## config.mk

```make
export PLATFORM = sky130hd
export DESIGN_NAME = cbam_measure
export DESIGN_NICKNAME = d
export VERILOG_FILES = /design/src/common/cbam_pkg.sv /design/src/cbam_measure.sv
export SDC_FILE = /design/constraint.sdc
export NUM_CORES = 1
export LEC_CHECK = 0
export BUFFER_PORTS_ARGS = -buffer_cell sky130_fd_sc_hd__clkbuf_2
export CAP_MARGIN = 20
export CORE_ASPECT_RATIO = 2
export CORE_MARGIN = 3
export CORE_UTILIZATION = 35
export DETAILED_ROUTE_END_ITERATION = 10
export GPL_TIMING_DRIVEN = 0
export PLACE_DENSITY = 0.46
export SYNTH_ARGS = -nofsm -noshare
export SYNTH_HDL_FRONTEND = slang
export SYNTH_SLANG_ARGS = --single-unit
```

## constraint.sdc

```tcl
create_clock -name clk -period 9.25 [get_ports clk]
set_input_delay 0 -clock clk [delete_from_list [all_inputs] [get_ports clk]]
set_output_delay 0 -clock clk [all_outputs]
set_load 0.01 [all_outputs]
```

## src/common/cbam_pkg.sv

```systemverilog
// Shared constants and carrier types of the cell/block/aux measurement block.
package cbam_pkg;

  // ----------------------------------------------------------------------
  // Register byte addresses (one aligned 32-bit word each).
  // ----------------------------------------------------------------------
  localparam logic [7:0] CBAM_OFS_SCAN    = 8'h00; // Scan control.
  localparam logic [7:0] CBAM_OFS_MEAS1   = 8'h04; // First enable register.
  localparam logic [7:0] CBAM_OFS_MEAS2   = 8'h08; // Second enable register.
  localparam logic [7:0] CBAM_OFS_ACQ     = 8'h0c; // Acquisition config.
  localparam logic [7:0] CBAM_OFS_AUXREF  = 8'h10; // Aux reference control.
  localparam logic [7:0] CBAM_OFS_AUXCFG  = 8'h14; // Aux port config.
  localparam logic [7:0] CBAM_OFS_SETTLE  = 8'h18; // Aux settle delay.
  localparam logic [7:0] CBAM_OFS_POL     = 8'h1c; // Bipolar selection.
  localparam logic [7:0] CBAM_OFS_THRESH  = 8'h20; // Comparator threshold.
  localparam logic [7:0] CBAM_OFS_CELL0   = 8'h40; // First cell result.
  localparam logic [7:0] CBAM_OFS_BLOCK   = 8'h78; // Block result.
  localparam logic [7:0] CBAM_OFS_AUX0    = 8'h7c; // First aux result.

  // ----------------------------------------------------------------------
  // Field positions and sizes.
  // ----------------------------------------------------------------------
  localparam int CBAM_SCAN_START_BIT = 0;  // Start request, self clearing.
  localparam int CBAM_SCAN_FIXED_BIT = 1;  // Fixed-rate oversampling mode.
  localparam int CBAM_SCAN_OVS_LSB   = 2;  // Oversample count, 3 bits.
  localparam int CBAM_SCAN_BUSY_BIT  = 8;  // Acquisition running, read only.
  localparam int CBAM_PACK_EN_BIT    = 14; // Pack measure enable.
  localparam int CBAM_NCELL          = 14; // Cell channels.
  localparam int CBAM_NAUX           = 4;  // Auxiliary channels.
  localparam int CBAM_NCHAN          = 19; // Cells, block, then aux.
  localparam int CBAM_BLOCK_CH       = 14; // Channel index of the block.
  localparam int CBAM_AUX_CH0        = 15; // Channel index of aux 0.
  localparam int CBAM_THRESH_LSB     = 6;  // Threshold sits at the top.

  // ----------------------------------------------------------------------
  // Reset values.
  // ----------------------------------------------------------------------
  localparam logic [1:0]  CBAM_MODE_RST   = 2'h0;  // Automatic bias mode.
  localparam logic [2:0]  CBAM_OVS_RST    = 3'h0;  // One sample.
  localparam logic [13:0] CBAM_RES_RST    = 14'h0000;
  localparam logic [9:0]  CBAM_THRESH_RST = 10'h3ff;

  // Bias output modes.
  localparam logic [1:0] CBAM_BIAS_OFF = 2'h2; // Statically disabled.
  localparam logic [1:0] CBAM_BIAS_ON  = 2'h3; // Statically enabled.

  // ----------------------------------------------------------------------
  // Timing: aux settle step in its own unit, and its clock count.
  // ----------------------------------------------------------------------
  localparam int CBAM_CLK_NS      = 50;   // 20 MHz clock.
  localparam int CBAM_AUX_STEP_NS = 6000; // One settle step, 6 us.
  localparam int CBAM_AUX_STEP_CYC =
    (CBAM_AUX_STEP_NS + CBAM_CLK_NS - 1) / CBAM_CLK_NS; // Rounded up.

  // ----------------------------------------------------------------------
  // Carrier types.
  // ----------------------------------------------------------------------
  typedef enum logic [1:0] {
    CBAM_IDLE,
    CBAM_PRESETTLE,
    CBAM_CONV,
    CBAM_WAIT
  } cbam_state_t;

  // Conversion request to the analog front end.
  typedef struct packed {
    logic       start;       // One-cycle pulse per sample.
    logic [4:0] channel;     // Channel index 0..18.
    logic       bipolar;     // Convert as signed.
    logic       ratiometric; // Reference is the analog supply.
  } cbam_conv_req_t;

  // Conversion answer from the analog front end.
  typedef struct packed {
    logic        valid; // One-cycle pulse with data.
    logic [11:0] data;  // 12-bit sample.
  } cbam_conv_rsp_t;

endpackage : cbam_pkg

```

## src/cbam_measure.sv

```systemverilog
// Measurement sequencer, averaging and register file of the block.
//
// Decided for this implementation: the placing of the registers and the Avalon-MM register port.
`timescale 1ns/1ps
// One acquisition runs at a time. A start write loads the settle counter,
// then the sequencer walks every channel in index order (cells, block,
// aux) and averages the enabled ones. A result register changes only when
// the last sample of its channel is in, so software never sees a partial
// sum, whatever the moment of its read.
module cbam_measure
  import cbam_pkg::*;
(
  input  wire logic           clk,             // 20 MHz clock.
  input  wire logic           sys_rst,         // Synchronous reset.
  input  wire logic [7:0]     avs_address,     // Byte address.
  input  wire logic           avs_read,        // Read request.
  input  wire logic           avs_write,       // Write request.
  input  wire logic [31:0]    avs_writedata,   // Write data.
  output logic      [31:0]    avs_readdata,    // Read data.
  output logic                avs_waitrequest, // Stall.
  output cbam_conv_req_t      conv_req,        // To the converter.
  input  wire cbam_conv_rsp_t conv_rsp,        // From the converter.
  output logic                pack_divider_close, // Block divider switch.
  output logic                thermistor_bias_output, // Bias switch.
  output logic                acq_busy         // Acquisition running.
);

  // ----------------------------------------------------------------------
  // State of the module.
  // ----------------------------------------------------------------------
  typedef struct packed {
    cbam_state_t                  st;       // Sequencer state.
    logic                         ack;      // Bus answer phase.
    logic [31:0]                  rdata;    // Registered read data.
    logic                         fixed;    // Deterministic timing mode.
    logic [2:0]                   ovs;      // Log2 of sample count.
    logic [13:0]                  cell_en;  // Cell enables.
    logic                         pack_en;  // Block enable.
    logic [3:0]                   aux_en;   // Aux enables.
    logic [1:0]                   mode;     // Bias output mode.
    logic [3:0]                   refsel;   // 1 = absolute reference.
    logic [3:0]                   gpio;     // Port used as digital.
    logic [9:0]                   settle;   // Settle field.
    logic [13:0]                  pol;      // Bipolar selection.
    logic [9:0]                   thresh;   // Comparator threshold.
    logic [4:0]                   chan;     // Current channel.
    logic [7:0]                   smp;      // Samples taken.
    logic [19:0]                  acc;      // Running sum.
    logic [19:0]                  wait_cnt; // Settle cycles left.
    logic                         start;    // Conversion start pulse.
    logic [CBAM_NCHAN-1:0][13:0]  res;      // Results.
  } cbam_regs_t;

  cbam_regs_t s_q; // Registered state.
  cbam_regs_t s_d; // Next state.

  // ----------------------------------------------------------------------
  // Helpers.
  // ----------------------------------------------------------------------

  // Tells whether a channel takes part in the acquisition.
  function automatic logic cbam_chan_on(input cbam_regs_t s,
                                        input logic [4:0] ch);
    logic on;
    on = 1'b0;
    if (ch < 5'(CBAM_NCELL)) begin
      on = s.cell_en[ch[3:0]];
    end else if (ch == 5'(CBAM_BLOCK_CH)) begin
      on = s.pack_en;
    end else if (ch < 5'(CBAM_NCHAN)) begin
      // A port used as digital is never measured.
      on = s.aux_en[2'(ch - 5'(CBAM_AUX_CH0))] &
           ~s.gpio[2'(ch - 5'(CBAM_AUX_CH0))];
    end
    return on;
  endfunction : cbam_chan_on

  // Total settle cycles: field times step times enabled aux ports not used as digital.
  // The worst case, 1023 steps of 120 cycles on all four ports, still fits
  // the 20-bit counter, so no saturation logic is needed.
  function automatic logic [19:0] cbam_settle_cycles(input cbam_regs_t s);
    logic [2:0]  n;
    logic [3:0]  act;
    n   = 3'h0;
    act = s.aux_en & ~s.gpio;
    for (int i = 0; i < CBAM_NAUX; i++) begin
      n = n + 3'(act[i]);
    end
    return 20'(s.settle) * 20'(CBAM_AUX_STEP_CYC) * 20'(n);
  endfunction : cbam_settle_cycles

  // Register read multiplexer.
  function automatic logic [31:0] cbam_read(input cbam_regs_t s,
                                            input logic [7:0] a);
    logic [31:0] r;
    r = 32'h0000_0000; // Unmapped and reserved bits read zero.
    case (a)
      CBAM_OFS_SCAN: begin
        r[CBAM_SCAN_FIXED_BIT]                 = s.fixed;
        r[CBAM_SCAN_OVS_LSB +: 3]              = s.ovs;
        r[CBAM_SCAN_BUSY_BIT]                  = (s.st != CBAM_IDLE);
      end
      CBAM_OFS_MEAS1: begin
        r[13:0]             = s.cell_en;
        r[CBAM_PACK_EN_BIT] = s.pack_en;
      end
      CBAM_OFS_MEAS2:  r[3:0]  = s.aux_en;
      CBAM_OFS_ACQ:    r[1:0]  = s.mode;
      CBAM_OFS_AUXREF: r[3:0]  = s.refsel;
      CBAM_OFS_AUXCFG: r[3:0]  = s.gpio;
      CBAM_OFS_SETTLE: r[9:0]  = s.settle;
      CBAM_OFS_POL:    r[13:0] = s.pol;
      // Threshold aligned to the top of the 16-bit word.
      CBAM_OFS_THRESH: r[15:CBAM_THRESH_LSB] = s.thresh;
      default: begin
        // Results sit in bits 15:2 with the two low bits zero.
        for (int i = 0; i < CBAM_NCHAN; i++) begin
          if (a == CBAM_OFS_CELL0 + 8'(4 * i)) begin
            r[15:2] = s.res[i];
          end
        end
      end
    endcase
    return r;
  endfunction : cbam_read

  // ----------------------------------------------------------------------
  // Next-state logic.
  // ----------------------------------------------------------------------

  // Bus slave, register writes and the acquisition sequencer.
  always_comb begin
    logic        req;
    logic        wr;
    logic        on;
    logic        aux_ch;
    logic [19:0] ext;
    logic [19:0] sum;
    logic [21:0] avg;
    req    = avs_read | avs_write;
    wr     = s_q.ack & avs_write;
    on     = cbam_chan_on(s_q, s_q.chan);
    aux_ch = (s_q.chan >= 5'(CBAM_AUX_CH0));
    ext    = 20'h00000;
    sum    = 20'h00000;
    avg    = 22'h000000;
    s_d    = s_q;
    s_d.start = 1'b0;

    // One wait state: answer is given on the second cycle of a request.
    // Read data are captured on the first cycle so that they stand through
    // the whole answer cycle; the cost is that a read sees the registers
    // as they were one cycle before the answer.
    s_d.ack = req & ~s_q.ack;
    if (req & ~s_q.ack) begin
      s_d.rdata = cbam_read(s_q, avs_address);
    end

    // Register writes take effect on the accepting edge.
    if (wr) begin
      case (avs_address)
        CBAM_OFS_SCAN: begin
          s_d.fixed = avs_writedata[CBAM_SCAN_FIXED_BIT];
          s_d.ovs   = avs_writedata[CBAM_SCAN_OVS_LSB +: 3];
        end
        CBAM_OFS_MEAS1: begin
          s_d.cell_en = avs_writedata[13:0];
          s_d.pack_en = avs_writedata[CBAM_PACK_EN_BIT];
        end
        CBAM_OFS_MEAS2:  s_d.aux_en = avs_writedata[3:0];
        CBAM_OFS_ACQ:    s_d.mode   = avs_writedata[1:0];
        CBAM_OFS_AUXREF: s_d.refsel = avs_writedata[3:0];
        CBAM_OFS_AUXCFG: s_d.gpio   = avs_writedata[3:0];
        CBAM_OFS_SETTLE: s_d.settle = avs_writedata[9:0];
        CBAM_OFS_POL:    s_d.pol    = avs_writedata[13:0];
        CBAM_OFS_THRESH: s_d.thresh = avs_writedata[15:CBAM_THRESH_LSB];
        default: begin
          // Results and unmapped words ignore writes.
        end
      endcase
    end

    // The settle counter runs down in every state.
    // Letting it run in every state is what allows a free-running scan to
    // overlap the settle time with the cell and block channels.
    if (s_q.wait_cnt != 20'h00000) begin
      s_d.wait_cnt = s_q.wait_cnt - 20'h00001;
    end

    case (s_q.st)
      CBAM_IDLE: begin
        // A start while busy is ignored; configuration is taken as it
        // stands at this edge.
        // Limitation: the settle time counts the aux enables as they stood
        // before this write, so enables must be written before the start.
        if (wr && avs_address == CBAM_OFS_SCAN &&
            avs_writedata[CBAM_SCAN_START_BIT]) begin
          s_d.chan     = 5'h00;
          s_d.wait_cnt = cbam_settle_cycles(s_q);
          // Fixed-rate scans settle first, others in parallel.
          s_d.st = avs_writedata[CBAM_SCAN_FIXED_BIT] ?
                   CBAM_PRESETTLE : CBAM_CONV;
        end
      end
      CBAM_PRESETTLE: begin
        // Fixed-rate scans hold here so that the spacing of their samples
        // never depends on the settle setting.
        if (s_q.wait_cnt == 20'h00000) begin
          s_d.st = CBAM_CONV;
        end
      end
      CBAM_CONV: begin
        if (s_q.chan == 5'(CBAM_NCHAN)) begin
          // Every channel visited: the acquisition ends.
          s_d.st = CBAM_IDLE;
        end else if (!on) begin
          // Skipped channel keeps its old result.
          s_d.chan = s_q.chan + 5'h01;
        end else if (!(aux_ch && s_q.wait_cnt != 20'h00000)) begin
          // Cells and block run while aux settling elapses.
          s_d.acc   = 20'h00000;
          s_d.smp   = 8'h00;
          s_d.start = 1'b1;
          s_d.st    = CBAM_WAIT;
        end
        // Otherwise an enabled aux channel stalls here until its settle
        // time has run out.
      end
      CBAM_WAIT: begin
        if (conv_rsp.valid) begin
          // Sign-extend only bipolar cell channels.
          if (s_q.chan < 5'(CBAM_NCELL) && s_q.pol[s_q.chan[3:0]]) begin
            ext = {{8{conv_rsp.data[11]}}, conv_rsp.data};
          end else begin
            ext = {8'h00, conv_rsp.data};
          end
          sum       = s_q.acc + ext;
          s_d.acc   = sum;
          s_d.smp   = s_q.smp + 8'h01;
          if (s_q.smp + 8'h01 == 8'(1 << s_q.ovs)) begin
            // Average scaled to 14 bits, 5 V over 16384.
            avg = 22'($signed({sum, 2'b00}) >>> s_q.ovs);
            s_d.res[s_q.chan] = avg[13:0];
            s_d.chan = s_q.chan + 5'h01;
            s_d.st   = CBAM_CONV;
          end else begin
            // More samples to go: ask for the next one at once.
            s_d.start = 1'b1;
          end
        end
      end
      default: begin
        s_d.st = CBAM_IDLE;
      end
    endcase
  end

  // ----------------------------------------------------------------------
  // State register.
  // ----------------------------------------------------------------------

  // Every field returns to a constant under reset.
  // A reset in mid-acquisition drops the partial sum together with all
  // stored results; software has to start a fresh acquisition after it.
  always_ff @(posedge clk) begin
    if (sys_rst) begin
      s_q         <= '0;
      s_q.st      <= CBAM_IDLE;
      s_q.ovs     <= CBAM_OVS_RST;
      s_q.mode    <= CBAM_MODE_RST;
      s_q.thresh  <= CBAM_THRESH_RST;
      s_q.res     <= {CBAM_NCHAN{CBAM_RES_RST}};
    end else begin
      s_q <= s_d;
    end
  end

  // ----------------------------------------------------------------------
  // Outputs.
  // ----------------------------------------------------------------------

  // Bias switch and divider follow the mode and the acquisition.
  always_comb begin
    acq_busy           = (s_q.st != CBAM_IDLE);
    pack_divider_close = acq_busy & s_q.pack_en;
    case (s_q.mode)
      CBAM_BIAS_OFF: thermistor_bias_output = 1'b0;
      CBAM_BIAS_ON:  thermistor_bias_output = 1'b1;
      default:       thermistor_bias_output = acq_busy;
    endcase
    // Waitrequest is combinational so that the second cycle of every
    // request answers without a further registered delay.
    avs_waitrequest     = (avs_read | avs_write) & ~s_q.ack;
    avs_readdata        = s_q.rdata;
    conv_req.start      = s_q.start;
    conv_req.channel    = s_q.chan;
    // Only cell channels can carry a bus bar, so only they are signed.
    conv_req.bipolar    = (s_q.chan < 5'(CBAM_NCELL)) &
                          s_q.pol[s_q.chan[3:0]];
    // Ratiometric aux converts against the supply.
    conv_req.ratiometric = (s_q.chan >= 5'(CBAM_AUX_CH0)) &&
                           (s_q.chan < 5'(CBAM_NCHAN)) &&
                           !s_q.refsel[2'(s_q.chan - 5'(CBAM_AUX_CH0))];
  end
endmodule : cbam_measure

```

## Yosys cells after proc, flatten, opt, wreduce, memory -nomap -nowiden

Index checks and enable logic that the tools add are counted.

| storage, ports and cells | value |
|---|---|
| bits in read-only memories | 0 |
| output and inout bits | 44 |
| bits in writable memories | 0 |
| input bits | 57 |
| word-level logic and storage cells | 226 |
| register bits after elaboration | 406 |
| memories kept | 0 |
| bits in latches | 0 |

| cells by class | value |
|---|---|
| shift operators | 2 |
| equality and inequality tests | 45 |
| magnitude comparators | 7 |
| reduce and logical (&&, ||, !) cells | 36 |
| bitwise logic cells | 10 |
| multipliers | 2 |
| add/sub/neg operators | 8 |
| div/mod/pow operators | 0 |
| muxes and demuxes | 78 |

Operators by type and width:

| operator | number |
|---|---|
| $mux W14 | 20 |
| $mux W267 | 1 |
| $bwmux W266 | 1 |
| $mux W266 | 1 |
| $eq A8 B7 Y1 const B | 16 |
| $mux W20 | 6 |
| $demux W14 S5 | 1 |
| $mux W33 | 2 |
| $mux W28 | 2 |
| $pmux W28 S2 | 1 |
| $eq A8 B5 Y1 const B | 4 |
| $eq A8 B8 Y1 const B | 3 |
| $sshr A22 B3 Y14 | 1 |
| $add A20 B20 Y20 | 1 |
| $logic_not A20 Y1 | 1 |
| $reduce_bool A20 Y1 | 1 |
| $sub A20 B1 Y20 const B | 1 |
| $reduce_and A2 Y1 | 9 |
| $mul A14 B3 Y17 | 1 |
| $eq A8 B4 Y1 const B | 2 |
| $mux W2 | 8 |
| $ne A2 B2 Y1 const B | 8 |
| $pmux W2 S8 | 1 |
| $pmux W4 S4 | 1 |
| 57 further kinds | 95 |

## Longest topological paths before layout

| logic depth | value |
|---|---|
| depth after elaboration | 21 |
| mapped depth | 22 |
| depth with buffers taken out | 22 |

## Worst setup path after synthesis

Ideal clock, no wire load.

| path | value |
|---|---|
| path type | reg2reg |
| start | register s_q[345] (netlist bit) |
| end | register s_q[286] (netlist bit) |
| required time | 9.192 ns |
| setup time | 0.058 ns |
| setup slack | 3.958 ns |
| cell stages (with the launch flop) | 20 |
| arrival | 5.234 ns |
| clock period less this slack | 5.292 ns |
| path buffers | 0 |
| path through | dfxtp_1 > inv_1 > fa_1 > fa_1 > inv_1 > ha_1 > a21oi_1 > o21ai_0 > a21oi_1 > o21a_1 > o21ai_0 > o41ai_1 > mux2_2 > fa_1 > inv_1 > ha_1 > nor3_1 > or4b_2 > a21oi_1 > o21a_1 |

| between the ends | value |
|---|---|
| word-level cells in the longest chain between the ends | 4 |

RTL lines:

| what | RTL line | RTL |
|---|---|---|
| start: declaration | cbam_measure.sv:54 | `cbam_regs_t s_q;` |
| $mul A10 B4 Y14 | cbam_measure.sv:89 | `return 20'(s.settle) * 20'(CBAM_AUX_STEP_CYC) * 20'(n);` |
| $mul A14 B3 Y17 | cbam_measure.sv:89 |  |
| $mux W20 | cbam_measure.sv:196 | `if (wr && avs_address == CBAM_OFS_SCAN &&` |
| $mux W20 | cbam_measure.sv:190 | `case (s_q.st)` |

Every way passes these cells.
A chain may end at the register's enable or synchronous reset.

## Worst setup path in the final report

| path | value |
|---|---|
| start | register s_q[347] (netlist bit) |
| end | register s_q[285] (netlist bit) |

Same word-level chain as after synthesis.

==> impl_metrics.csv <==
group,metric,value,unit
worst_hold_path,hold_depth,4,
pwr,seqPwrFrac,42.8,%
route,vias_per_cell,5.88,
clock_network,cts_setup_buffers,0,
route,drt-initial-drc-count,1895,
timing,hold_viol_final,0,
timing,setup_viol,0,
timing,period_share,66.3,%
place,numPortBuffers,63,
setup_path,cp-start-kind,"flop",
grt,grt_use_total,29.1,%
timing,layout_min_cycle_time,6.13,ns
timing,fin_worst_skew,0.0249,ns
die,placementRows,132,
route,finalWirelength,104000,um
timing,rsz0062_at_grt,"no",
pwr,power_density,163,nW/um2
synth,synth_mux_area_share,3.94,%
pwr,switching_share,27.6,%
synth,async_reset_ff_share,0,%
die,die-area,68900,um2
grt,grt_pass1_vias,22747,
grt,grt-ovfl-total,0,
synth,synth_cell_types,98,
synth,ys_warn_count,0,
clock_network,cts_tree,"done",
setup_path,cp_data_arrival_time,6.56,ns
route,first_pass_iters,6,
timing,drv_slew,0,
timing,holdWs,0.0242,ns
status,status,"finished, final reports clean",
route,wl_per_cell,27.1,um
die,dieHeight,368,um
route,drcViolationCount,0,
synth,synthesis.area,23000,um2
pwr,p_clk_share,44.5,%
run,max-cap-violations,0,
synth,synthCells,2774,
clock_network,cts_buffers,42,
route,num_vias,22509,
timing,worst_pin_slew,1.16,ns
grt,grt_max_degree,15,
clock_network,cts_resized,0,
layout,final_area,26200,um2
die,ioPinCount,101,
layout,antennaDiodeCount,0,
synth,ys_seq_area_share,35.3,%
pwr,combPwrFrac,12.6,%
die,core_area,64900,um2
synth,synth-simple-area-share,22.3,%
synth,synth_top_family_by_area,"compound AO/OA/AOI/OAI gates",
pwr,power.switching,1180,uW
setup_path,crit_fanout,5,
timing,fmax,0.163,GHz
synth,synth_ff_type,"dfxtp_1",
synth,yosys_register_bits,405,
route,detail-route-antenna-nets,0,
synth,synth_compound_area_share,23.6,%
pwr,irDropWorstVdd,0.142,mV
pwr,power_leakage,0.00940,uW
place,dpl_cell_area,24500,um2
layout,final_cell_mix,"405 x dfxtp_1, 373 x nand2_1, 267 x nor2_1",
synth,synthAdderAreaFrac,6.11,%
die,chipWidth,187,um
grt,grt_first_pass_wirelength,150000,um
layout,drive_gt1_share,11.3,%
timing,relSlewSlack,20.4,%
grt,grt_antenna_before_repair,0,
setup_path,reg2regPathDepth,21,
timing,fin_tns_setup,0,ns
die,initial_utilization,35.4,%
clock_network,clockBufferDepth,3,
setup_path,cp_data_required_time,9.68,ns
setup_path,endpoint_kind,"flop",
clock_network,cts_root_buf,"clkbuf_16",
synth,synth_area_per_cell,8.28,um2
place,hpwl,80800,um
layout,post-route-util,40.4,%
worst_hold_path,hold_class,"in -> reg",
layout,nets,3075,
clock_network,clock_sinks,405,
pwr,p_int,3090,uW
clock_network,htree_levels,2,
setup_path,crit_type,"reg -> reg",
place,gp_congestion,0.974,
synth,synth-xor-area-share,1.98,%
layout,areaGrowthSynthToFinish,14.1,%
clock_network,path_clk_slew,0.06,ns
synth,synth_edf_count,0,
clock_network,clk_latency,0.59,ns
layout,final_common_cell,"dfxtp_1",
[per-layer routing]
layer  vias to the layer above  GRT usage (%)  part of all wire (%)
li1                      10383              -                     -
met1                     10973           29.0                    34
met2                       825           54.7                    52
met3                       328           3.30                   4.6
met4                         0           21.8                   8.7
met5                         -              0                     0
[cell type report]
type	instances	area, um2
Fill cell	6736	38700
Multi-Input combinational cell	2040	13400
Sequential cell	405	8110
Clock buffer	61	1250
Buffer	261	1240
Tap cell	871	1090
Timing Repair Buffer	92	591
Inverter	83	312
Clock inverter	13	223
[critical path: stages, from the launching register on]
cell and delay (ns):
dfxtp_1 0.48, inv_1 0.17, fa_1 0.48, fa_1 0.51
inv_1 0.04, ha_1 0.32, nor2b_1 0.14, o21ai_0 0.22
a21boi_0 0.15, o21ai_0 0.24, a21oi_1 0.14, o21a_1 0.22
nor4_1 0.58, o31ai_1 0.20, fa_1 0.52, inv_1 0.05
ha_1 0.27, or3_1 0.32, o31ai_1 0.42, o21ai_0 0.20
xnor2_1 0.23, a21oi_1 0.09
[kinds of logic (layout without fill, tap and decap cells)]
logic type,after synthesis,count (layout)
AO/OA/AOI/OAI,782,782
XOR/XNOR,52,52
adder cells (fa/ha/maj),93,93
buffers and inverters,344,510
flip-flops,405,405
multiplexers,60,60
other,1,16
AND/OR/NAND/NOR,1037,1037
[through the flow]
| step | power, uW | worst slack [ns] | instances |
|---|---|---|---|
| final | 4270 | 3.12 | 3826 |
| after global routing | 4390 | 2.65 | 3826 |
| after CTS | 4290 | 3.01 | 3825 |
| after detailed placement | 2400 | 3.04 | 3732 |
| after global placement | 2390 | 2.78 | 3723 |
| after floorplan | 2220 | 3.96 | 2789 |
[synth_stat cells, types with 11 or more instances]
master	count	area share (%)
nand2_1	373	6.1
buf_1	14	0.23
fa_1	32	2.8
nand2b_1	16	0.44
buf_4	41	1.3
and2_1	12	0.33
clkbuf_1	141	2.3
nor2b_1	12	0.33
xor2_1	25	0.95
ha_1	61	3.3
a311oi_1	14	0.53
a21oi_1	203	4.4
inv_1	82	1.3
xnor2_1	27	1.0
o21ai_0	90	2.0
mux2i_1	27	1.2
and3_1	14	0.38
o22ai_1	18	0.49
o31ai_1	33	1.1
nand3_1	52	1.1
o211ai_1	24	0.78
buf_2	51	1.1
mux4_2	18	1.8
a221oi_1	24	0.92
nor3_1	44	0.96
nor4_1	13	0.35
a21o_1	15	0.49
a31oi_1	20	0.54
nand3b_1	90	2.9
nor2_1	267	4.4
a211oi_1	137	4.5
o41ai_1	41	1.6
or3_1	16	0.44
a22o_1	18	0.69
dfxtp_1	405	35
a22oi_1	36	1.2
mux2_2	11	0.54
nand4_1	43	1.2
and4_1	22	0.84
[power groups by stage]
stage                     combinational [uW]  sequential [uW]  clock [uW]
final                                    540             1830        1900
after global routing                     583             1840        1980
after CTS                                537             1830        1920
after detailed placement                 528             1870           0
after global placement                   522             1870           0
after floorplan                          366             1860           0
[path summary, 6_finish.rpt]
path	startpoint	end	slack [ns]
worst max register to register	s_q[347]	s_q[285]	3.12
worst min register to register	flop	flop	0.45
worst min-delay path	sys_rst	s_q[286]	0.02
worst max-delay path	s_q[347]	s_q[285]	3.12
[what timing repair did]
item / CTS / global route
setup endpoints to repair: 0 / 0
endpoints found under the hold margin: 68 / 0
hold buffers: 19 / 0
(Power assumes the default switching activity.)
